===== src/core/oltf_map.svh =====
`ifndef OLTF_MAP_SVH
`define OLTF_MAP_SVH

// sample and coefficient widths
`define OLTF_SAMPLE_W    12
`define OLTF_COEF_W      12
// one piece: three data bits plus one control bit
`define OLTF_OCTET_W     3
`define OLTF_PIECE_W     4
`define OLTF_PIECES      4
// lookup table shape
`define OLTF_LUT_DEPTH   16
`define OLTF_LUT_AW      4
`define OLTF_PP_W        15
`define OLTF_LUT_LAST    4'hf
// reset values
`define OLTF_PP_RST      15'h0000
`define OLTF_PIECE_RST   4'h0
`define OLTF_COEF_RST    12'h000

`endif


===== src/core/oltf_pkg.sv =====
package oltf_pkg;

`include "oltf_map.svh"

  // one framed piece of a sample
  typedef struct packed {
    logic                       ctrl;
    logic [`OLTF_OCTET_W-1:0]   octet;
  } oltf_piece_type;

  // write request towards one table
  typedef struct packed {
    logic                       we;
    logic [`OLTF_LUT_AW-1:0]    addr;
    logic [`OLTF_PP_W-1:0]      data;
  } oltf_wr_type;

  // table refill sequence
  typedef enum logic [1:0] {
    FILL_IDLE,
    FILL_RUN,
    FILL_SWAP
  } oltf_fill_type;

endpackage


===== src/core/oltf_lut_bank.sv =====
`include "oltf_map.svh"

// one partial-product table with its own address multiplexer
module oltf_lut_bank #(
  parameter int DEPTH = `OLTF_LUT_DEPTH,
  parameter int AW    = `OLTF_LUT_AW,
  parameter int DW    = `OLTF_PP_W
) (
  input  wire logic                 clk,
  input  wire logic                 rst_n,
  input  wire logic                 read_mode,
  input  wire logic [AW-1:0]        rd_addr,
  input  wire oltf_pkg::oltf_wr_type wr,
  output logic      [DW-1:0]        rd_data
);

  logic [DW-1:0] mem_q [DEPTH];
  logic [DW-1:0] mem_d [DEPTH];
  logic [AW-1:0] addr;

  // read mode takes the sample piece, else the write address
  assign addr    = read_mode ? rd_addr : wr.addr;
  assign rd_data = mem_q[addr];

  // writes land only while this table is not being read
  always_comb begin
    for (int i = 0; i < DEPTH; i++) begin
      mem_d[i] = mem_q[i];
    end
    if (!read_mode && wr.we) begin
      mem_d[addr] = wr.data;
    end
  end

  // one word of flip-flops per table entry
  for (genvar g = 0; g < DEPTH; g++) begin : g_word
    always_ff @(posedge clk or negedge rst_n) begin
      if (!rst_n) begin
        mem_q[g] <= '0;
      end else begin
        mem_q[g] <= mem_d[g];
      end
    end
  end

endmodule


===== src/core/oltf_tap_front.sv =====
// Contract
// - 12-bit samples times 12-bit coefficient, full precision
// - sample cut into four octets, each with control
// - four-stage, 4-bit skew register holds one sample
// - one piece shifted out per clock, both ways
// - new product per piece, every clock; sample passed onward
// - skew register kept even in the first tap
// - 16-word, 15-bit tables addressed by the piece
// - two tables: one read, other rewritten meanwhile
// - bank select drives one address mux inverted
// - words 0-7 unsigned, 8-15 signed multiples, 15-bit
`include "oltf_map.svh"

module oltf_tap_front #(
  parameter int COEF_W  = `OLTF_COEF_W,
  parameter int PP_W    = `OLTF_PP_W,
  parameter int PIECES  = `OLTF_PIECES
) (
  input  wire logic                      clk,
  input  wire logic                      reset_n,
  input  wire oltf_pkg::oltf_piece_type  piece_in,
  input  wire logic                      coef_load,
  input  wire logic [COEF_W-1:0]         coef_in,
  output oltf_pkg::oltf_piece_type       piece_out,
  output logic      [PP_W-1:0]           pp_out,
  output logic                           pp_top,
  output logic                           bank_sel,
  output logic                           fill_busy
);

  // reset release
  // rst_n is the released copy that every flop except rst_sync_q uses
  logic [1:0] rst_sync_q;
  logic       rst_n;

  // skew register
  oltf_pkg::oltf_piece_type tsb_q [PIECES];
  oltf_pkg::oltf_piece_type tsb_d [PIECES];
  oltf_pkg::oltf_piece_type tap_piece;

  // tables
  // bank_rd holds both table outputs, only one is live
  logic [PP_W-1:0]        bank_rd [2];
  logic [1:0]             bank_read_mode;
  oltf_pkg::oltf_wr_type  wr;

  // refill sequence
  // idx_q walks the idle table word by word
  oltf_pkg::oltf_fill_type  fill_q;
  oltf_pkg::oltf_fill_type  fill_d;
  logic [`OLTF_LUT_AW-1:0]  idx_q;
  logic [`OLTF_LUT_AW-1:0]  idx_d;
  logic [COEF_W-1:0]        coef_q;
  logic [COEF_W-1:0]        coef_d;
  logic                     bank_sel_q;
  logic                     bank_sel_d;
  logic                     fill_busy_q;
  logic                     fill_busy_d;

  // product output
  logic [PP_W-1:0] pp_q;
  logic [PP_W-1:0] pp_d;
  logic            pp_top_q;
  logic            pp_top_d;

  // table word: index times coefficient; upper half signed octet
  function automatic logic [PP_W-1:0] lut_word(
    input logic [`OLTF_LUT_AW-1:0] idx,
    input logic [COEF_W-1:0]       c
  );
    logic signed [`OLTF_LUT_AW-1:0] m;
    logic signed [PP_W:0]           p;
    if (idx[`OLTF_LUT_AW-1]) begin
      m = $signed({idx[`OLTF_OCTET_W-1], idx[`OLTF_OCTET_W-1:0]});
    end else begin
      m = $signed({1'b0, idx[`OLTF_OCTET_W-1:0]});
    end
    p = m * $signed(c);
    lut_word = p[PP_W-1:0];
  endfunction

  // two-flop release of the asynchronous reset
  // entry is immediate; only the release waits two edges
  always_ff @(posedge clk or negedge reset_n) begin
    if (!reset_n) begin
      rst_sync_q <= 2'h0;
    end else begin
      rst_sync_q <= {rst_sync_q[0], 1'b1};
    end
  end

  assign rst_n = rst_sync_q[1];

  // skew register: pieces move one stage per clock, every tap
  // kept in tap zero as well so every tap is the same
  always_comb begin
    tsb_d[0] = piece_in;
    for (int i = 1; i < PIECES; i++) begin
      tsb_d[i] = tsb_q[i-1];
    end
  end

  always_ff @(posedge clk or negedge rst_n) begin
    if (!rst_n) begin
      for (int i = 0; i < PIECES; i++) begin
        tsb_q[i] <= `OLTF_PIECE_RST;
      end
    end else begin
      for (int i = 0; i < PIECES; i++) begin
        tsb_q[i] <= tsb_d[i];
      end
    end
  end

  // the last stage feeds both the lookup and the next tap
  assign tap_piece = tsb_q[PIECES-1];

  // refill: write all sixteen words, then flip at a sample edge
  // a load arriving mid-refill is dropped without notice
  always_comb begin
    fill_d      = fill_q;
    idx_d       = idx_q;
    coef_d      = coef_q;
    bank_sel_d  = bank_sel_q;
    wr.we       = 1'b0;
    wr.addr     = idx_q;
    wr.data     = lut_word(idx_q, coef_q);
    unique case (fill_q)
      oltf_pkg::FILL_IDLE: begin
        if (coef_load) begin
          coef_d = coef_in;
          idx_d  = '0;
          fill_d = oltf_pkg::FILL_RUN;
        end
      end
      oltf_pkg::FILL_RUN: begin
        wr.we = 1'b1;
        idx_d = idx_q + 1'b1;
        if (idx_q == `OLTF_LUT_LAST) begin
          fill_d = oltf_pkg::FILL_SWAP;
        end
      end
      oltf_pkg::FILL_SWAP: begin
        // top octet now read: next piece starts a new sample
        if (tap_piece.ctrl) begin
          bank_sel_d = ~bank_sel_q;
          fill_d     = oltf_pkg::FILL_IDLE;
        end
      end
      // unused encoding falls back to idle
      default: begin
        fill_d = oltf_pkg::FILL_IDLE;
      end
    endcase
    fill_busy_d = (fill_d != oltf_pkg::FILL_IDLE);
  end

  always_ff @(posedge clk or negedge rst_n) begin
    if (!rst_n) begin
      fill_q      <= oltf_pkg::FILL_IDLE;
      idx_q       <= '0;
      coef_q      <= `OLTF_COEF_RST;
      bank_sel_q  <= 1'b0;
      fill_busy_q <= 1'b0;
    end else begin
      fill_q      <= fill_d;
      idx_q       <= idx_d;
      coef_q      <= coef_d;
      bank_sel_q  <= bank_sel_d;
      fill_busy_q <= fill_busy_d;
    end
  end

  // table 0 reads on bank select low, table 1 on high
  // the idle table only ever sees write addresses
  for (genvar b = 0; b < 2; b++) begin : g_bank
    assign bank_read_mode[b] = (b == 0) ? ~bank_sel_q : bank_sel_q;
    oltf_lut_bank #(
      .DEPTH (`OLTF_LUT_DEPTH),
      .AW    (`OLTF_LUT_AW),
      .DW    (PP_W)
    ) u_bank (
      .clk       (clk),
      .rst_n     (rst_n),
      .read_mode (bank_read_mode[b]),
      .rd_addr   (tap_piece),
      .wr        (wr),
      .rd_data   (bank_rd[b])
    );
  end

  // product register from the readable table, tagged with top octet
  // at a flip the top octet still reads the old table
  always_comb begin
    pp_d     = bank_sel_q ? bank_rd[1] : bank_rd[0];
    pp_top_d = tap_piece.ctrl;
  end

  always_ff @(posedge clk or negedge rst_n) begin
    if (!rst_n) begin
      pp_q     <= `OLTF_PP_RST;
      pp_top_q <= 1'b0;
    end else begin
      pp_q     <= pp_d;
      pp_top_q <= pp_top_d;
    end
  end

  // outputs straight from flip-flops
  // piece_out is the last skew stage itself
  assign piece_out = tap_piece;
  assign pp_out    = pp_q;
  assign pp_top    = pp_top_q;
  assign bank_sel  = bank_sel_q;
  assign fill_busy = fill_busy_q;

endmodule


===== config.mk =====
export PLATFORM = sky130hd
export DESIGN_NAME = oltf_tap_front
export DESIGN_NICKNAME = d
export VERILOG_FILES = /design/src/core/oltf_pkg.sv /design/src/core/oltf_lut_bank.sv /design/src/core/oltf_tap_front.sv
export VERILOG_INCLUDE_DIRS = /design/src /design/src/core
export SDC_FILE = /design/constraint.sdc
export NUM_CORES = 1
export LEC_CHECK = 0
export BUFFER_PORTS_ARGS = -buffer_cell sky130_fd_sc_hd__buf_4
export CORE_MARGIN = 3
export CORE_UTILIZATION = 65
export CTS_CLUSTER_DIAMETER = 150
export CTS_CLUSTER_SIZE = 28
export DETAILED_ROUTE_END_ITERATION = 6
export PLACE_DENSITY = 0.94
export SLEW_MARGIN = 40
export SYNTH_ARGS = -nofsm -noshare
export SYNTH_HDL_FRONTEND = slang
export SYNTH_SLANG_ARGS = --single-unit

===== constraint.sdc =====
create_clock -name clk -period 30.6 [get_ports clk]
set_input_delay 4.59 -clock clk [delete_from_list [all_inputs] [get_ports clk]]
set_output_delay 4.59 -clock clk [all_outputs]
set_load 0.02 [all_outputs]

---- After elaboration in Yosys (flattened, before gate mapping) ----
Index checks and enable logic that the tools add are counted.
word-level totals
  bits in registers ....................... 534
  word-level logic and storage cells ...... 95
cells by class
  $add $sub $neg .......................... 1
  multipliers ............................. 1
  order comparisons ....................... 4
  eq/ne operators ......................... 4
  multiplexer cells ....................... 23
  bitwise gates (word level) .............. 3
  reductions and logical operators ........ 11
operators by type and width
  cell                   number
  $bwmux W240            2
  $bmux W15 S4           2
  $demux W15 S4          2
  $mux W15               7
  $mux W4                4
  $mul A4 B12 Y15        1
  $ge A5 B5 Y1 const B   2
  $lt A5 B1 Y1 const B   2
  $not A4 Y5             2
  $pmux W4 S2            1
  $mux W2                3
  $pmux W2 S3            1
  $reduce_and A2 Y1      3
  $add A4 B1 Y4 const B  1
  $eq A4 B4 Y1 const B   1
  $logic_and A1 B1 Y1    4
  $reduce_bool A2 Y1     2
  $eq A2 B1 Y1 const B   1
  $eq A2 B2 Y1 const B   1
  $logic_not A2 Y1       1
  $ne A2 B2 Y1 const B   1
  $logic_not A1 Y1       1
  $mux W1                1
  $not A1 Y1             1

---- Logic depth before layout (Yosys ltp) ----
Gate-level depths: netlist of run 1.
  depth after elaboration ................. 7
  depth in mapped cells ................... 19
  gate-level depth less buffers ........... 15

---- Hierarchy ----
Synthesis of run 1 repeated with hierarchy kept, for this count alone.
second synthesis, totals
  cell total of the unflattened synthesis .. 2281
  area, all modules ....................... 27984.3 um^2
by module, submodules not included
  module          times used  cells each  area each (um^2)
  oltf_lut_bank   2           998         12318.1
  oltf_tap_front  1           285         3348.2

---- Least setup slack after synthesis of run 1 ----
No wires, ideal clock.
  kind .................................... input -> register
  start point ............................. input coef_load
  end point ............................... register coef_q[10]
  data arrival time ....................... 5.620 ns
  data required time ...................... 30.475 ns
  path slack .............................. 24.855 ns
  stages on the path ...................... 3
  buffers on the path ..................... 1
  cell sequence ........................... nor3b_1 clkbuf_1 mux2_2
on the way
  word-level cells in the longest chain between the ends .. 1
ends and longest elaborated chain
  item                         RTL line               text
  start, declared              oltf_tap_front.sv:22   input wire logic coef_load,
  $reduce_and A2 Y1 (no line)  n/a
  end signal, assigned         oltf_tap_front.sv:162  coef_q <= `OLTF_COEF_RST;
  end signal, assigned         oltf_tap_front.sv:168  coef_q <= coef_d;
  end, declared                oltf_tap_front.sv:53   logic [COEF_W-1:0] coef_q;
No other way between the ends.
A chain may end at the register's enable or synchronous reset.

---- Final worst setup path of run 1 ----
  start point ............................. register tsb_q (netlist bit pp_top_d)
  end point ............................... output piece_out[3] in the netlist's numbering
RTL lines
  item                             RTL line               text
  start, declared                  oltf_tap_front.sv:37   oltf_pkg::oltf_piece_type tsb_q [PIECES];
  start signal, assigned by index  oltf_tap_front.sv:106  tsb_q[i] <= `OLTF_PIECE_RST;
  start signal, assigned by index  oltf_tap_front.sv:110  tsb_q[i] <= tsb_d[i];
  end, declared                    oltf_tap_front.sv:24   output oltf_pkg::oltf_piece_type piece_out,
No word-level cell between the ends.

==> results of run 1 <==
[sequential cells by signal, summed over array words and instances (netlist names)]
name	count
rst_sync_q	2
g_bank.u_bank.mem_q	480
pp_top_d	1
tsb_d	12
coef_q	12
pp_out	15
pp_top	1
bank_sel	1
fill_q	2
piece_out	3
idx_q	4
fill_busy	1
[kinds of logic (layout without fill, tap and decap cells)]
| logic type | count (synthesis) | count (layout) |
|---|---|---|
| DFF | 534 | 534 |
| and+or+nand+nor | 477 | 477 |
| AOI/OAI and AO/OA | 421 | 421 |
| muxes | 370 | 370 |
| buffers and inverters | 175 | 119 |
| adders and majority gates | 50 | 50 |
| xor gates and xnor gates | 20 | 20 |
| other | 1 | 1 |
[worst register-to-register path, stage by stage (launching register included)]
cell,delay [ns]
dfrtp_1,0.80
nand2_1,0.52
or2_2,0.45
fa_1,0.50
fa_1,0.44
fa_1,0.48
inv_1,0.09
ha_1,0.24
a211oi_1,0.33
o21ai_1,0.14
a31oi_2,0.36
o21ai_1,0.30
xnor2_4,0.65
o21ai_0,0.31
[worst paths after layout]
path / from / to / slack [ns] / depth (start not counted)
setup / recovery: pp_top_d / piece_out[3] / 24.62 / 1
hold / removal: rst_sync_q[1] / g_bank[0].u_bank.mem_q[118] / 0.31 / 0
setup reg to reg: idx_q[2] / g_bank[0].u_bank.mem_q[237] / 24.81 / 13
hold reg to reg: rst_sync_q[1] / g_bank[0].u_bank.mem_q[118] / 0.31 / 0
max in group asynchronous: reset_n / rst_sync_q[1] / 26.73 / 1
min in group clk: tsb_d[3] / pp_top_d / 0.34 / 0
[placed cells by master, fill, tap and decap left out, types with 9 or more instances in the layout]
cell type  netlist  routed
nor2b_1          9       9
and2_1          41      41
fa_1            24      23
o22ai_1         15      15
o21ai_1         57      54
a221oi_1         9       9
a22oi_1         21      21
mux2i_1         65      64
a21oi_1         49      49
a22o_1          13      13
o21ai_0        217     217
mux2_2         212     212
clkbuf_16        0      23
nor3_1          11      10
nand2_1        331     309
mux4_2          86      86
dfrtp_1        534     531
nand2_2          0      22
buf_4           13      60
inv_1           23      23
ha_1            26      23
nor2_1          41      41
[area by class of cell]
cell class / instances / area (sq um)
Fill cell: 2208 / 10900
Inverter: 23 / 86.3
Tap cell: 504 / 631
Multi-Input combinational cell: 1339 / 10800
Timing Repair Buffer: 70 / 622
Sequential cell: 534 / 13400
Clock inverter: 1 / 30.0
Clock buffer: 25 / 583
[routing by layer]
layer	part of all wire (%)	up-vias	routed length, microns	global-route usage [%]
li1	-	7073	-	-
met2	47	1480	31000	51.8
met5	0	-	0	0
met1	35	8887	23100	42.2
met3	12	388	7720	7.33
met4	6.8	0	4540	17.6
[metrics by stage]
| step | hold WS, ns | utilization [%] | worst slack, ns |
|---|---|---|---|
| final | 0.314 | 70.4 | 24.62 |
| after global routing | 0.351 | 70.4 | 24.54 |
| after CTS | 0.327 | 70.2 | 24.61 |
| after detailed placement | 0.326 | 68.6 | 24.67 |
| after global placement | 0.334 | 68.0 | 24.75 |
| after floorplan | 0.331 | - | 14.61 |
==> out/summary.md, run 1 <==
## Final layout
- 5.45% — Synth-to-Final Area Change
- 23.0% — share of post-route cells with drive strength above 1
- 0 — number of diodes added for antenna fixing
- 2060 — final net count
- 0.0261 sq mm — area of all placed cells without fillers
- 2496 — Finished Layout Cells

## Drt
- 4 — DRC errors left
- 7 — 1st-pass router iterations
- 26.6 microns — post-DR wirelength/cell
- 0 — final antenna-violating net count
- 7.14 — Via density
- 2770 — count of routing violations after the opening detailed-route iteration
- 66.4 mm — overall routed net length
- 17800 — total vias in the final route

## Yosys
- 54.0% — Yosys top cell area share
- 0 — count of warnings emitted by yosys
- 9.68% — fraction of the mapped netlist area in compound gates
- dfrtp_1 — top cell type by total area after synthesis
- dfrtp_1 — Top FF cell, synth
- 0.0247 sq mm — Syn Std Cell Area
- 54.0% — sequential area share after synthesis
- multiplexers — combinational family with the most area after synthesis
- 65 — distinct cell type count after synthesis
- dfrtp_1 — most common cell in the synthesized netlist
- 2048 — number of instances in the synthesized netlist
- dfrtp_1 54%, mux2_2 9.6%, mux4_2 7.8% — synth top area cells
- 20.6% — share of synthesized area spent on multiplexers
- 534 — synthesis-stage register bit count
- 100% — fraction of synthesis flops using an asynchronous set or reset pin
- 2117 — Net Count, Synth
- 0 — number of synthesized flops with an enable pin
- 0.738% — Synth Area in XOR/XNOR
- 534 x dfrtp_1, 331 x nand2_1, 217 x o21ai_0 — synth cell count leaders
- 8.38% — simple-gate share of the synthesized area
- 12.1 sq um — mean instance size in the synthesized netlist
- 3.26% — adder-cell share of the synthesized area

## Clocking
- clkbuf_16 — clk root buf
- 534 — TritonCTS Sinks
- built — CTS tree
- 3 — Max Root-Sink Buffers
- 0 — post-CTS repair timing setup buffer count
- 0.58 ns — Skew-Pair Late Insertion Delay
- 0.11 ns — clock-pin slew on the worst setup and hold paths
- 0 — quantity of gates resized following cts
- 1 — number of H-tree levels
- 0 — number of buffers inserted by hold repair at cts
- 23 — clock buffers created by TritonCTS

## STA
- 5.98 ns — Tmin final
- 19.6% — ratio of final minimum period to clock period
- 0.167 GHz — highest clock rate
- 0 ns — sum of negative setup slack
- 33.3% — max_slew headroom
- no — RSZ-0062 raised after global routing
- 0.0351 ns — Worst Clk Skew
- 0 — Final setup violation count
- 0 — Final Slew Violations
- 0 — number of hold violations in the final report
- 0.994 ns — Worst Max-Slew Pin Slew

## Die
- 0.0405 sq mm — area of the die
- 41 — boundary pin count
- 0.0370 sq mm — CORE AREA
- 70 — number of placement rows
- 66.8% — initial core utilization
- 201 microns — height of the die
- 201 microns — Chip Width

## Worst setup path
- 12 — crit path max fanout
- dfrtp_1 — standard cell with the maximum stage delay on the critical path
- 26.01 ns — Worst EP required
- 1 — buffers and inverters on the worst path
- 0.61 ns — max incr delay on CP
- reg2out — worst setup path category
- buf_4 — cell chain of the critical path
- register — startpoint type of the worst setup path
- 1.39 ns — data arrival time of the worst path
- output port — kind of capture point of the worst setup path
- flip-flops — kind of cell adding the most delay to the critical path

## Global route
- 101 — pin count of the biggest net entering global routing
- 18500 — number of global-route vias before repair
- 32.5% — all-layer global routing usage
- 0 — total overflow reported by the global router
- 0 — antenna violations before repair
- 104 mm — first-pass GRT wire length

## Placed design
- 40 — Buffers on Ports
- 0.0254 sq mm — standard cell area after detailed placement
- 40.7 mm — Detail Placement HPWL
- 0.880 — final weighted congestion in routability-driven placement
- 2468 — cell total after placement

## Flow run
- 0 — Maximum Capacitance Violations

## Hold path
- reg2async — Hold WC Path Type

## Status
- complete, but fails checks — outcome
- DRC — violations in the final reports

Power of run 1 is not shown: default switching activity piles up to over one toggle a cycle in this logic, so the estimate is an artifact.
==> run 2, diff against run 1 <==
--- a/config.mk
+++ b/config.mk
@@ -8,11 +8,11 @@
 export LEC_CHECK = 0
 export BUFFER_PORTS_ARGS = -buffer_cell sky130_fd_sc_hd__buf_4
 export CORE_MARGIN = 3
-export CORE_UTILIZATION = 65
+export CORE_UTILIZATION = 57
 export CTS_CLUSTER_DIAMETER = 150
 export CTS_CLUSTER_SIZE = 28
 export DETAILED_ROUTE_END_ITERATION = 6
-export PLACE_DENSITY = 0.94
+export PLACE_DENSITY = 0.88
 export SLEW_MARGIN = 40
 export SYNTH_ARGS = -nofsm -noshare
 export SYNTH_HDL_FRONTEND = slang
==> constraint.sdc (replaced) <==
create_clock -name clk -period 5.2 [get_ports clk]
set_input_delay 0.78 -clock clk [delete_from_list [all_inputs] [get_ports clk]]
set_output_delay 0.78 -clock clk [all_outputs]
set_load 0.02 [all_outputs]
==> run 2 against run 1 <==
  * The run still ends with DRC left
  * Final area is 0.97% higher
  * Die area rose by 14%
  * Hold slack got worse by 0.18 ns
  * Final cell count up 3.8%
  * Sequential share of layout area down 0.50 points
  * Critical endpoint is now g_bank[1].u_bank.mem_q[144]
  * Sequential cell count is the same
  * First-iteration DRC count fell by 36%
  * Clock skew decreased by 0.0025 ns
==> out/summary.md, run 2 (same netlist as run 1, synthesis figures left out) <==
## Flow run
- 0 — Maximum Capacitance Violations

## STA
- 90.5% — ratio of final minimum period to clock period
- 0 — Final setup violation count
- 1.03 ns — Worst Max-Slew Pin Slew
- 0 ns — sum of negative setup slack
- 0.212 GHz — highest clock rate
- no — RSZ-0062 raised after global routing
- 0.0326 ns — Worst Clk Skew
- 31.2% — max_slew headroom
- 4.71 ns — Tmin final
- 0 — number of hold violations in the final report
- 0 — Final Slew Violations

## Global route
- 17800 — number of global-route vias before repair
- 165 — pin count of the biggest net entering global routing
- 98.5 mm — first-pass GRT wire length
- 26.9% — all-layer global routing usage
- 0 — total overflow reported by the global router
- 1 — antenna violations before repair

## Worst setup path
- buf_4 > nand2_1 > fa_1 > fa_1 > fa_1 > inv_1 > ha_2 > inv_1 > fa_1 > nor2b_1 > o21a_1 > o21ai_0 > nor4bb_1 > or3_1 > mux2_2 — cell chain of the critical path
- 15 — depth of the worst register-to-register path
- fa_1 — crit-path most repeated cell
- g_bank[1].u_bank.mem_q[144] — r2r endpoint
- 0.49 ns — flop2flop setup slack
- 26 — crit path max fanout
- 0.54 ns — max incr delay on CP
- g_bank[1].u_bank.mem_q[144] — capturing instance or port of the critical path
- reg2reg — worst setup path category
- idx_q[2] — launch point of the worst path
- 5.65 ns — Worst EP required
- register — kind of capture point of the worst setup path
- fa_1 — standard cell with the maximum stage delay on the critical path
- register — startpoint type of the worst setup path
- 3 — buffers and inverters on the worst path
- idx_q[2] — RR Startpoint
- 15 — total stage count of the critical path
- adder cells — kind of cell adding the most delay to the critical path
- 5.16 ns — data arrival time of the worst path

## Die
- 0.0460 sq mm — area of the die
- 0.0424 sq mm — CORE AREA
- 214 microns — Chip Width
- 214 microns — height of the die
- 58.4% — initial core utilization
- 75 — number of placement rows
- 41 — boundary pin count

## Placed design
- 0.949 — final weighted congestion in routability-driven placement
- 40.6 mm — Detail Placement HPWL
- 40 — Buffers on Ports

## Clocking
- 23 — clock buffers created by TritonCTS
- 0 — quantity of gates resized following cts
- 0.56 ns — Skew-Pair Late Insertion Delay
- clkbuf_16 — clk root buf
- 3 — Max Root-Sink Buffers
- 1 — number of H-tree levels
- 0.11 ns — clock-pin slew on the worst setup and hold paths
- 534 — TritonCTS Sinks
- built — CTS tree

## Drt
- 0 — final antenna-violating net count
- 6 — DRC errors left
- 24.2 microns — post-DR wirelength/cell
- 17100 — total vias in the final route
- 62.7 mm — overall routed net length
- 6.60 — Via density
- 7 — 1st-pass router iterations
- 1760 — count of routing violations after the opening detailed-route iteration

## Hold path
- reg2async — Hold WC Path Type

## Final layout
- dfrtp_1 — most frequent standard cell in the layout excluding fill and tap cells
- 23.3% — share of post-route cells with drive strength above 1
- g_bank.u_bank.mem_q — Biggest register
- 480 — flip-flop count of the largest register, all copies and words added
- 532 x dfrtp_1, 316 x nand2_1, 217 x o21ai_0 — commonest cells after routing, fill and taps aside
- 6.48% — Synth-to-Final Area Change
- 2082 — final net count
- 62.1% — Post-Route Utilization

## Status
- complete, but fails checks — outcome
- DRC — violations in the final reports

==> run 2: changes by cell type in the layout (fill, tap and decap cells not counted), sizes merged <==
cell	previous run	this run
buf	68	91
clkbuf	27	25
diode	0	1
dlygate4sd3	0	1
==> run 2: repair_timing <==
action | 4_1_cts | 5_1_grt
hold buffers | 1 | 0
endpoints found under the setup margin | 0 | 0
endpoints found under the hold margin | 2 | 0
buffers inserted | 0 | 0
==> run 2: how the worst min path moves through the flow <==
stage / cells past startpoint / to / slack [ns]
6_report: 0 / g_bank[0].u_bank.mem_q[107] / 0.14
5_1_grt: 0 / g_bank[0].u_bank.mem_q[107] / 0.15
4_1_cts: 0 / g_bank[0].u_bank.mem_q[107] / 0.14
3_5_place_dp: 0 / g_bank[0].u_bank.mem_q[107] / 0.13
3_3_place_gp: 0 / piece_out[0] / 0.33
2_1_floorplan: 0 / piece_out[0] / 0.33
==> run 2: through the flow <==
step	setup WS [ns]	cell area [sq um]	hold WS [ns]	instances
finish	0.493	26400	0.136	2592
CTS	0.588	26300	0.139	2590
global route	0.356	26400	0.149	2591
floorplan	0.00438	24800	0.331	2048
detailed placement	0.634	25700	0.130	2563
global placement	0.800	25500	0.331	2561
==> run 2: metal layers <==
metal  GRT usage [%]  vias up  part of all wire, %
met5               0        -                0.021
met4            11.7        2                  4.7
met3            5.63      235                   10
met2            42.9     1026                   47
met1            36.3     8715                   38
li1                -     7120                    -
==> run 2: layout make-up <==
type / count / area (sq um)
diodes: 1 / 2.50
inverters: 23 / 86.3
flip-flops and latches: 534 / 13400
clock inverters: 1 / 30.0
well taps: 577 / 722
fillers: 3084 / 16100
multi-input cells: 1339 / 10700
repair buffers: 92 / 817
clock buffers: 25 / 583
Power of run 2 is left out for the same reason.
